[config.mk]
export PLATFORM = sky130hd
export DESIGN_NAME = pause_ptp_device_flat
export DESIGN_NICKNAME = d
export VERILOG_FILES = /design/src/common/pause_ptp_pkg.sv /design/src/common/pause_ptp_if.sv /design/src/logic/pause_ptp_device.sv /design/src/flat_wrapper.sv
export VERILOG_INCLUDE_DIRS = /design/src /design/src/common
export SDC_FILE = /design/constraint.sdc
export NUM_CORES = 1
export LEC_CHECK = 0
export BUFFER_PORTS_ARGS = -buffer_cell sky130_fd_sc_hd__buf_2
export CAP_MARGIN = 30
export CORE_MARGIN = 5
export CORE_UTILIZATION = 45
export DETAILED_ROUTE_END_ITERATION = 16
export GPL_TIMING_DRIVEN = 0
export PLACE_DENSITY = 0.7
export SLEW_MARGIN = 10
export SYNTH_ARGS = -nofsm -noshare
export SYNTH_HDL_FRONTEND = slang
export SYNTH_SLANG_ARGS = --single-unit
[constraint.sdc]
create_clock -name mclk -period 15.5 [get_ports mclk]
set_input_delay 2.325 -clock mclk [delete_from_list [all_inputs] [get_ports mclk]]
set_output_delay 2.325 -clock mclk [all_outputs]
set_load 0.03 [all_outputs]
[src/common/pause_ptp_regs.svh]
// Purpose: Named constants for the TX pause and timestamp sideband
// Assumes: 200 MHz mclk
// Notes: Included by the package, the interface and both ends
`ifndef PAUSE_PTP_REGS_SVH
`define PAUSE_PTP_REGS_SVH

`define PAUSE_CHANNELS 9
`define PAUSE_GLOBAL_IDX 8
`define PAUSE_IDX_W 4
`define PAUSE_WORD_W 16
`define PAUSE_HOLD_CYCLES 16
`define TIME_W 80
`define LANE_W 5
`define LANE_COUNT 20
`define TAG_W 16
`define OP_W 2
`define OP_NONE 2'h0
`define OP_ONE_STEP 2'h1
`define OP_TWO_STEP 2'h2
`define OP_RESERVED 2'h3
`define OC_SEC_W 48
`define OC_NS_W 32
`define TC_SIGN_BIT 63
`define TC_NS_HI 62
`define TC_NS_LO 16
`define TC_FRAC_W 16
`define CLK_PERIOD_NS 5
`define NS_PER_SEC 32'h3B9ACA00
`define STAMP_QUEUE_DEPTH 4

`endif

[src/common/pause_ptp_pkg.sv]
// Purpose: Types and time-format helpers shared by both ends
// Assumes: Constants come from pause_ptp_regs.svh
// Notes: Ordinary layout is seconds over nanoseconds; transparent is sign, ns, fraction
`default_nettype none
`include "pause_ptp_regs.svh"

package pause_ptp_pkg;

    typedef logic [`PAUSE_WORD_W-1:0] word_t;
    typedef logic [`PAUSE_CHANNELS-1:0] pause_vec_t;
    typedef logic [`PAUSE_CHANNELS-1:0][`PAUSE_WORD_W-1:0] word_array_t;
    typedef logic [`TIME_W-1:0] sys_time_t;
    typedef logic [`TAG_W-1:0] tag_t;
    typedef logic [`LANE_W-1:0] lane_t;
    typedef logic [`OP_W-1:0] op_t;

    // Ordinary clock: seconds in the upper 48 bits, nanoseconds in the lower 32
    function automatic sys_time_t pack_ordinary(input logic [`OC_SEC_W-1:0] sec,
                                                input logic [`OC_NS_W-1:0] ns);
        pack_ordinary = {sec, ns};
    endfunction : pack_ordinary

    // Transparent clock: sign, nanoseconds and fraction in the lower 64 bits
    function automatic sys_time_t pack_transparent(input logic sign,
                                                   input logic [`TC_NS_HI-`TC_NS_LO:0] ns,
                                                   input logic [`TC_FRAC_W-1:0] frac);
        pack_transparent = '0;
        pack_transparent[`TC_SIGN_BIT] = sign;
        pack_transparent[`TC_NS_HI:`TC_NS_LO] = ns;
        pack_transparent[`TC_FRAC_W-1:0] = frac;
    endfunction : pack_transparent

    // Timestamp ops that ask for a capture
    function automatic logic op_stamps(input op_t op);
        op_stamps = (op == `OP_ONE_STEP) || (op == `OP_TWO_STEP);
    endfunction : op_stamps

endpackage : pause_ptp_pkg

`default_nettype wire

[src/common/pause_ptp_if.sv]
// Purpose: Sideband between client transmit logic and the MAC TX control
// Assumes: Every signal is synchronous to mclk
// Notes: Client drives requests, time and frame ops; device drives status and stamps
`timescale 1ns/1ps
`default_nettype none
`include "pause_ptp_regs.svh"

interface pause_ptp_if;
    pause_ptp_pkg::pause_vec_t pause_request_bits;
    pause_ptp_pkg::word_array_t pause_quanta_value;
    pause_ptp_pkg::word_array_t pause_refresh_interval;
    logic force_pause_resend;
    pause_ptp_pkg::pause_vec_t pause_sent;
    pause_ptp_pkg::sys_time_t tx_system_time;
    logic frame_accept;
    pause_ptp_pkg::op_t frame_timestamp_op;
    pause_ptp_pkg::tag_t frame_tag;
    logic timestamp_valid;
    pause_ptp_pkg::lane_t timestamp_lane_index;
    pause_ptp_pkg::tag_t timestamp_tag_return;
    pause_ptp_pkg::sys_time_t captured_timestamp;

    modport device (
        input pause_request_bits,
        input pause_quanta_value,
        input pause_refresh_interval,
        input force_pause_resend,
        output pause_sent,
        input tx_system_time,
        input frame_accept,
        input frame_timestamp_op,
        input frame_tag,
        output timestamp_valid,
        output timestamp_lane_index,
        output timestamp_tag_return,
        output captured_timestamp
    );

    modport client (
        output pause_request_bits,
        output pause_quanta_value,
        output pause_refresh_interval,
        output force_pause_resend,
        input pause_sent,
        output tx_system_time,
        output frame_accept,
        output frame_timestamp_op,
        output frame_tag,
        input timestamp_valid,
        input timestamp_lane_index,
        input timestamp_tag_return,
        input captured_timestamp
    );
endinterface : pause_ptp_if

`default_nettype wire

[src/logic/pause_ptp_device.sv]
// Purpose: MAC TX sideband: pause refresh/resend scheduling and PTP stamp return
// Assumes: Datapath reports in-flight frames and start-of-frame at the capture plane
// Notes: Refresh intervals count mclk cycles; one pause packet issued per idle cycle
`timescale 1ns/1ps
`default_nettype none
`include "pause_ptp_regs.svh"

module pause_ptp_device #(
    parameter int QUEUE_DEPTH = `STAMP_QUEUE_DEPTH
) (
    input wire logic mclk,
    input wire logic rst,
    pause_ptp_if.device link,
    input wire logic line_busy,
    input wire logic sop_capture,
    input wire logic [`LANE_W-1:0] sop_lane,
    output logic pause_emit,
    output logic [`PAUSE_IDX_W-1:0] pause_emit_index,
    output logic [`PAUSE_WORD_W-1:0] pause_emit_quanta,
    output logic stamp_insert,
    output logic stamp_overflow
);

    localparam int PTR_W = $clog2(QUEUE_DEPTH);

    // Lowest pending channel wins the next idle slot
    function automatic logic [`PAUSE_IDX_W-1:0] lowest_set(input pause_ptp_pkg::pause_vec_t v);
        lowest_set = '0;
        for (int i = `PAUSE_CHANNELS - 1; i >= 0; i--) begin
            if (v[i]) begin
                lowest_set = `PAUSE_IDX_W'(i);
            end
        end
    endfunction : lowest_set

    pause_ptp_pkg::pause_vec_t req_prev_ff;
    pause_ptp_pkg::pause_vec_t pending_ff;
    pause_ptp_pkg::pause_vec_t nxt_pending;
    pause_ptp_pkg::pause_vec_t set_vec;
    pause_ptp_pkg::pause_vec_t emit_mask;
    pause_ptp_pkg::pause_vec_t expire;
    pause_ptp_pkg::pause_vec_t rise;
    pause_ptp_pkg::word_array_t refresh_cnt_ff;
    pause_ptp_pkg::word_array_t nxt_refresh_cnt;
    logic do_emit;
    logic [`PAUSE_IDX_W-1:0] emit_idx;
    logic pause_emit_ff;
    logic [`PAUSE_IDX_W-1:0] pause_emit_index_ff;
    logic [`PAUSE_WORD_W-1:0] pause_emit_quanta_ff;
    pause_ptp_pkg::pause_vec_t pause_sent_ff;

    // Pause scheduling
    always_comb begin
        rise = link.pause_request_bits & ~req_prev_ff;
        for (int i = 0; i < `PAUSE_CHANNELS; i++) begin
            expire[i] = link.pause_request_bits[i] && !rise[i] &&
                        (link.pause_refresh_interval[i] != '0) &&
                        (refresh_cnt_ff[i] >= link.pause_refresh_interval[i]);
        end
        set_vec = rise | expire;
        if (link.force_pause_resend) begin
            set_vec = set_vec | link.pause_request_bits;
        end
        do_emit = !line_busy && (pending_ff != '0);
        emit_idx = lowest_set(pending_ff);
        emit_mask = '0;
        if (do_emit) begin
            emit_mask[emit_idx] = 1'b1;
        end
        nxt_pending = (pending_ff & ~emit_mask) | set_vec;
        for (int i = 0; i < `PAUSE_CHANNELS; i++) begin
            if (!link.pause_request_bits[i] || rise[i] || expire[i] || link.force_pause_resend) begin
                nxt_refresh_cnt[i] = '0;
            end else if (refresh_cnt_ff[i] != '1) begin
                nxt_refresh_cnt[i] = refresh_cnt_ff[i] + `PAUSE_WORD_W'(1);
            end else begin
                nxt_refresh_cnt[i] = refresh_cnt_ff[i];
            end
        end
    end

    always_ff @(posedge mclk or posedge rst) begin
        if (rst) begin
            req_prev_ff <= '0;
            pending_ff <= '0;
            refresh_cnt_ff <= '0;
        end else begin
            req_prev_ff <= link.pause_request_bits;
            pending_ff <= nxt_pending;
            refresh_cnt_ff <= nxt_refresh_cnt;
        end
    end

    // Pause packet issue and sent status
    always_ff @(posedge mclk or posedge rst) begin
        if (rst) begin
            pause_emit_ff <= 1'b0;
            pause_emit_index_ff <= '0;
            pause_emit_quanta_ff <= '0;
            pause_sent_ff <= '0;
        end else begin
            pause_emit_ff <= do_emit;
            pause_sent_ff <= emit_mask;
            if (do_emit) begin
                pause_emit_index_ff <= emit_idx;
                pause_emit_quanta_ff <= link.pause_quanta_value[emit_idx];
            end
        end
    end

    // Timestamp op queue, one entry per accepted frame
    pause_ptp_pkg::op_t q_op [QUEUE_DEPTH];
    pause_ptp_pkg::tag_t q_tag [QUEUE_DEPTH];
    logic [PTR_W:0] wr_ptr_ff;
    logic [PTR_W:0] rd_ptr_ff;
    logic q_empty;
    logic q_full;
    logic do_push;
    logic do_pop;
    pause_ptp_pkg::op_t head_op;
    pause_ptp_pkg::tag_t head_tag;

    always_comb begin
        q_empty = (wr_ptr_ff == rd_ptr_ff);
        q_full = (wr_ptr_ff[PTR_W-1:0] == rd_ptr_ff[PTR_W-1:0]) && (wr_ptr_ff[PTR_W] != rd_ptr_ff[PTR_W]);
        do_pop = sop_capture && !q_empty;
        do_push = link.frame_accept && (!q_full || do_pop);
        head_op = q_op[rd_ptr_ff[PTR_W-1:0]];
        head_tag = q_tag[rd_ptr_ff[PTR_W-1:0]];
    end

    always_ff @(posedge mclk) begin
        if (do_push) begin
            q_op[wr_ptr_ff[PTR_W-1:0]] <= link.frame_timestamp_op;
            q_tag[wr_ptr_ff[PTR_W-1:0]] <= link.frame_tag;
        end
    end

    always_ff @(posedge mclk or posedge rst) begin
        if (rst) begin
            wr_ptr_ff <= '0;
            rd_ptr_ff <= '0;
        end else begin
            if (do_push) begin
                wr_ptr_ff <= wr_ptr_ff + (PTR_W + 1)'(1);
            end
            if (do_pop) begin
                rd_ptr_ff <= rd_ptr_ff + (PTR_W + 1)'(1);
            end
        end
    end

    always_ff @(posedge mclk or posedge rst) begin
        if (rst) begin
            stamp_overflow <= 1'b0;
        end else if (link.frame_accept && q_full && !do_pop) begin
            stamp_overflow <= 1'b1;
        end
    end

    // Capture and return
    logic ts_valid_ff;
    logic stamp_insert_ff;
    pause_ptp_pkg::lane_t ts_lane_ff;
    pause_ptp_pkg::tag_t ts_tag_ff;
    pause_ptp_pkg::sys_time_t ts_time_ff;

    always_ff @(posedge mclk or posedge rst) begin
        if (rst) begin
            ts_valid_ff <= 1'b0;
            stamp_insert_ff <= 1'b0;
        end else begin
            ts_valid_ff <= do_pop && pause_ptp_pkg::op_stamps(head_op);
            stamp_insert_ff <= do_pop && (head_op == `OP_ONE_STEP);
        end
    end

    always_ff @(posedge mclk or posedge rst) begin
        if (rst) begin
            ts_lane_ff <= '0;
            ts_tag_ff <= '0;
            ts_time_ff <= '0;
        end else if (do_pop && pause_ptp_pkg::op_stamps(head_op)) begin
            ts_lane_ff <= sop_lane;
            ts_tag_ff <= head_tag;
            ts_time_ff <= link.tx_system_time;
        end
    end

    assign link.pause_sent = pause_sent_ff;
    assign link.timestamp_valid = ts_valid_ff;
    assign link.timestamp_lane_index = ts_lane_ff;
    assign link.timestamp_tag_return = ts_tag_ff;
    assign link.captured_timestamp = ts_time_ff;
    assign pause_emit = pause_emit_ff;
    assign pause_emit_index = pause_emit_index_ff;
    assign pause_emit_quanta = pause_emit_quanta_ff;
    assign stamp_insert = stamp_insert_ff;

endmodule : pause_ptp_device

`default_nettype wire

[src/flat_wrapper.sv]
// flat-port wrapper written by rule: the top's interface ports become plain ports
module pause_ptp_device_flat 
#(
    parameter int QUEUE_DEPTH = `STAMP_QUEUE_DEPTH
)
  (mclk, rst, line_busy, sop_capture, sop_lane, pause_emit, pause_emit_index, pause_emit_quanta, stamp_insert, stamp_overflow, link_pause_request_bits, link_pause_quanta_value, link_pause_refresh_interval, link_force_pause_resend, link_pause_sent, link_tx_system_time, link_frame_accept, link_frame_timestamp_op, link_frame_tag, link_timestamp_valid, link_timestamp_lane_index, link_timestamp_tag_return, link_captured_timestamp);
  pause_ptp_if link_i ();
  input wire logic mclk;
  input wire logic rst;
  input wire logic line_busy;
  input wire logic sop_capture;
  input wire logic [`LANE_W-1:0] sop_lane;
  output logic pause_emit;
  output logic [`PAUSE_IDX_W-1:0] pause_emit_index;
  output logic [`PAUSE_WORD_W-1:0] pause_emit_quanta;
  output logic stamp_insert;
  output logic stamp_overflow;
  input wire logic [$bits(link_i.pause_request_bits)-1:0] link_pause_request_bits;
  input wire logic [$bits(link_i.pause_quanta_value)-1:0] link_pause_quanta_value;
  input wire logic [$bits(link_i.pause_refresh_interval)-1:0] link_pause_refresh_interval;
  input wire logic [$bits(link_i.force_pause_resend)-1:0] link_force_pause_resend;
  output wire logic [$bits(link_i.pause_sent)-1:0] link_pause_sent;
  input wire logic [$bits(link_i.tx_system_time)-1:0] link_tx_system_time;
  input wire logic [$bits(link_i.frame_accept)-1:0] link_frame_accept;
  input wire logic [$bits(link_i.frame_timestamp_op)-1:0] link_frame_timestamp_op;
  input wire logic [$bits(link_i.frame_tag)-1:0] link_frame_tag;
  output wire logic [$bits(link_i.timestamp_valid)-1:0] link_timestamp_valid;
  output wire logic [$bits(link_i.timestamp_lane_index)-1:0] link_timestamp_lane_index;
  output wire logic [$bits(link_i.timestamp_tag_return)-1:0] link_timestamp_tag_return;
  output wire logic [$bits(link_i.captured_timestamp)-1:0] link_captured_timestamp;
  assign link_i.pause_request_bits = link_pause_request_bits;
  assign link_i.pause_quanta_value = link_pause_quanta_value;
  assign link_i.pause_refresh_interval = link_pause_refresh_interval;
  assign link_i.force_pause_resend = link_force_pause_resend;
  assign link_pause_sent = link_i.pause_sent;
  assign link_i.tx_system_time = link_tx_system_time;
  assign link_i.frame_accept = link_frame_accept;
  assign link_i.frame_timestamp_op = link_frame_timestamp_op;
  assign link_i.frame_tag = link_frame_tag;
  assign link_timestamp_valid = link_i.timestamp_valid;
  assign link_timestamp_lane_index = link_i.timestamp_lane_index;
  assign link_timestamp_tag_return = link_i.timestamp_tag_return;
  assign link_captured_timestamp = link_i.captured_timestamp;
  pause_ptp_device #(.QUEUE_DEPTH(QUEUE_DEPTH)) u_core (.mclk(mclk), .rst(rst), .link(link_i), .line_busy(line_busy), .sop_capture(sop_capture), .sop_lane(sop_lane), .pause_emit(pause_emit), .pause_emit_index(pause_emit_index), .pause_emit_quanta(pause_emit_quanta), .stamp_insert(stamp_insert), .stamp_overflow(stamp_overflow));
endmodule
==> impl_summary.txt <==
----------------------------------------------------
[Global route]
  Routing usage on met2 ... 42.1%
  First-pass GRT wire length ... 96900 µm
  Met3 layer usage reported by global route ... 5.84%
  Grt total ovfl ... 0
  Largest net degree at the start of global routing ... 121
  Busiest layer in global routing ... met2
  Initial antenna violation count ... 10
  Total global routing track utilization ... 23.5%
  Met1 usage ... 27.0%
  Via count of the first global-routing pass ... 18500

[Route]
  Total wire length ... 62500 µm
  Iteration count of the initial detailed-routing pass ... 5
  Drt first-iter violations ... 862
  Routed via count divided by cell count ... 5.50
  Routed len/inst ... 19.3 µm
  Total number of vias ... 17800
  Number of nets with antenna violations after detailed routing ... 0
  Detailed-route DRC error count ... 0

[Hold path]
  Hold path startpoint ... u_core.stamp_overflow
  Hold Path Class ... reg -> reg
  Hold Crit Endpoint ... u_core.stamp_overflow
  Worst Hold Depth ... 1

[CTS]
  Number of CTS-inserted buffers ... 43
  Clock transition at the registers of the reported paths ... 0.06 ns
  Number of hold buffers added after cts ... 0
  Number of buffers on the longest clock path ... 3
  Total of cells resized after clock tree synthesis ... 0
  TritonCTS sink count ... 374
  Clk Tree Root Cell ... clkbuf_16
  CTS H-tree lvls ... 2
  Clock tree from TritonCTS ... built
  Setup Buffers After CTS ... 0
  Clock latency on the worst-skew pair ... 0.58 ns

[Status]
  Outcome ... finished, final reports clean

[Timing]
  Worst hold slack ... 0.459 ns
  Final setup violating endpoints ... 0
  Fin Clk Skew ... 0.0218 ns
  Period minus WS final ... 4.35 ns
  Slew of the pin with the lowest slew margin ... 0.875 ns
  Slew HR ... 41.7%
  Fin. max-slew vios ... 0
  Fin Setup TNS ... 0 ns
  Final hold vios ... 0
  Unrepaired setup endpoints after global routing ... no
  Share of the clock period used by the worst path ... 28.1%
  Max Freq ... 0.230 GHz

[Synth]
  Netlist Area Pre-Place ... 21000 µm²
  Main combinational cell family by area after synthesis ... simple AND/OR/NAND/NOR gates
  Post-Synth XOR/XNOR Area ... 4.42%
  Number of instances in the synthesized netlist ... 2002
  Register bit count reported by yosys ... 374
  Average instance area after synthesis ... 10.5 µm²
  FFs w/ async S/R, synth ... 80.7%
  Share of the yosys chip area belonging to registers ... 46.2%
  Number of nets produced by synthesis ... 2567
  Count of flip-flops with a built-in enable after synthesis ... 72
  Most used DFF post-synth ... dfrtp_1
  Complex-gate fraction of the synthesized area ... 10.4%
  Synth warnings ... 0
  Adder and majority gate portion of the synthesized area ... 9.46%
  Number of distinct library cells after synthesis ... 77
  Synthesized-area fraction occupied by and/or/nand/nor cells ... 15.2%
  Mux share of post-synthesis cell area ... 9.52%

[Worst setup path]
  Setup crit end kind ... register
  Critical Path Start Type ... input pin
  Worst r2r src ... u_core.rd_ptr_ff[1]
  CP Data Required Time ... 15.93 ns
  Minimum setup slack among reg-to-reg paths ... 12.02 ns
  Arrival time at the worst endpoint ... 4.78 ns
  Terminus of the critical flop-to-flop path ... u_core.link.timestamp_tag_return[0]
  WS Path Type ... in -> reg
  Largest fanout on the critical path ... 10
  Logic depth of the worst register-to-register path ... 8

[Pwr]
  Pwr Density ... 137 nW/µm²
  Maximum vdd drop ... 0.162 mV
  Leakage Power ... 0.0122 µW

[Placement]
  Routability-driven placement congestion ratio ... 0.929
  Post-detail-place hpwl ... 49100 µm
  Number of buffer cells added on primary ports ... 539
  Instance area at placement ... 24600 µm²

[Die]
  Top Ports ... 540
  Starting density of the core ... 45.4%
  Die extent in y ... 226 µm
  Area enclosed by the die boundary ... 51100 µm²
  Std-Cell Rows ... 79
  X dimension of the die ... 226 µm
  Std-Cell Core Area ... 46400 µm²

[Layout]
  Proportion of layout cells with a drive suffix above 1 ... 30.3%
  Leading cell type in the layout, fill and taps excluded ... buf_2
  Area added between synthesis and finish ... 23.9%
  Most used cells in the layout excluding fill and tap cells ... buf_2 (555), dfrtp_1 (302), nor2_1 (186)
  Number of nets in the layout ... 3157
  Fin area ... 26000 µm²

[Flow run]
  Max-capacitance violation count ... 0

----------------------------------------------------
## synth_stat cells (8+ instances only)
cell type,n,share of area (%)
ha_1,159,9.5
a22o_1,11,0.46
inv_1,183,3.3
o21a_1,12,0.43
a21oi_1,63,1.5
mux2i_1,39,1.9
clkbuf_1,24,0.43
a22oi_1,9,0.32
and3_1,25,0.74
a2111oi_0,10,0.42
nor2_1,190,3.4
a221oi_1,10,0.42
xnor2_1,44,1.8
o21ai_0,67,1.6
o211ai_1,13,0.46
nor3b_1,8,0.29
a211oi_1,27,0.96
o22a_1,9,0.37
and4_1,12,0.50
xor2_1,62,2.6
a31oi_1,24,0.71
a21o_1,13,0.46
nand2b_1,14,0.42
mux4_2,18,1.9
buf_2,16,0.38
nand4_1,46,1.4
nor4_1,46,1.4
nand2_1,123,2.2
buf_4,8,0.29
edfxtp_1,72,10
nor2b_1,14,0.42
nand3_1,75,1.8
mux2_2,107,5.7
dfrtp_1,302,36
nor3_1,52,1.2
## where the power goes
part / switching (µW) / internal [µW]
registers: 98.8 / 1220
clock network: 416 / 601
logic: 737 / 499
total: 1250 / 2320
## area by class of cell
| class | count | area [µm²] |
|---|---|---|
| inverters | 185 | 702 |
| clock buffers | 61 | 1210 |
| well taps | 607 | 759 |
| plain buffers | 55 | 317 |
| multi-input cells | 1388 | 10300 |
| repair buffers | 545 | 2810 |
| fillers | 4063 | 20300 |
| flip-flops and latches | 374 | 9720 |
| clock inverters | 18 | 214 |
| diodes | 2 | 5.00 |
## state kept, by name, indices dropped and copies added (netlist names), 3 cells and up
name and cells:
u_core.q_tag 64, u_core.refresh_cnt_ff 144, u_core.pause_emit_index 4, u_core.pause_emit_quanta 16, u_core.rd_ptr_ff 3, u_core.link.captured_timestamp 80
u_core.link.timestamp_lane_index 5, u_core.link.pause_sent 9, u_core.pending_ff 9, u_core.q_op 8, u_core.link.timestamp_tag_return 16, u_core.wr_ptr_ff 3
u_core.req_prev_ff 9
## routing by layer
layer,part of all wire [%],routed length (µm)
met4,4.1,2580
met1,37,23400
met3,7.7,4820
met5,0.13,83
met2,51,31600
## how the worst max path moves through the flow
stage	start	end	slack, ns	cells past startpoint
finish	link_force_pause_resend	u_core.refresh_cnt_ff[34]	11.15	7
global route	link_force_pause_resend	u_core.refresh_cnt_ff[19]	11.02	8
CTS	link_force_pause_resend	u_core.refresh_cnt_ff[19]	11.10	8
detailed placement	link_force_pause_resend	u_core.refresh_cnt_ff[19]	10.52	8
global placement	rst	u_core.refresh_cnt_ff[22]	1.45	2
floorplan	rst	u_core.link.captured_timestamp[0]	4.83	1
## kinds of logic (layout without fill, tap and decap cells)
group,count (synthesis),after routing
XOR/XNOR,106,106
AO/OA/AOI/OAI,320,320
multiplexers,164,164
flip-flops,374,374
buffers and inverters,240,864
AND/OR/NAND/NOR,639,639
other,0,2
adder cells (fa/ha/maj),159,159
## worst max-delay path: stages
cell	delay, ns
buf_2	0.35
clkbuf_1	0.71
nand2b_1	0.27
nor4_1	0.07
a21oi_1	0.52
clkbuf_1	0.40
nor2_1	0.11
## metrics by stage
stage / utilization (%) / cells / worst slack, ns / total power (µW)
6_report: 56.2 / 3235 / 11.15 / 3570
5_1_grt: 56.2 / 3233 / 11.02 / 3750
4_1_cts: 56.2 / 3233 / 11.10 / 3620
3_5_place_dp: 53.1 / 3154 / 10.52 / 2570
3_3_place_gp: 52.8 / 3148 / 1.45 / 2530
2_1_floorplan: - / 2002 / 4.83 / 2160
No activity file was read; power rests on OpenSTA's default activity.
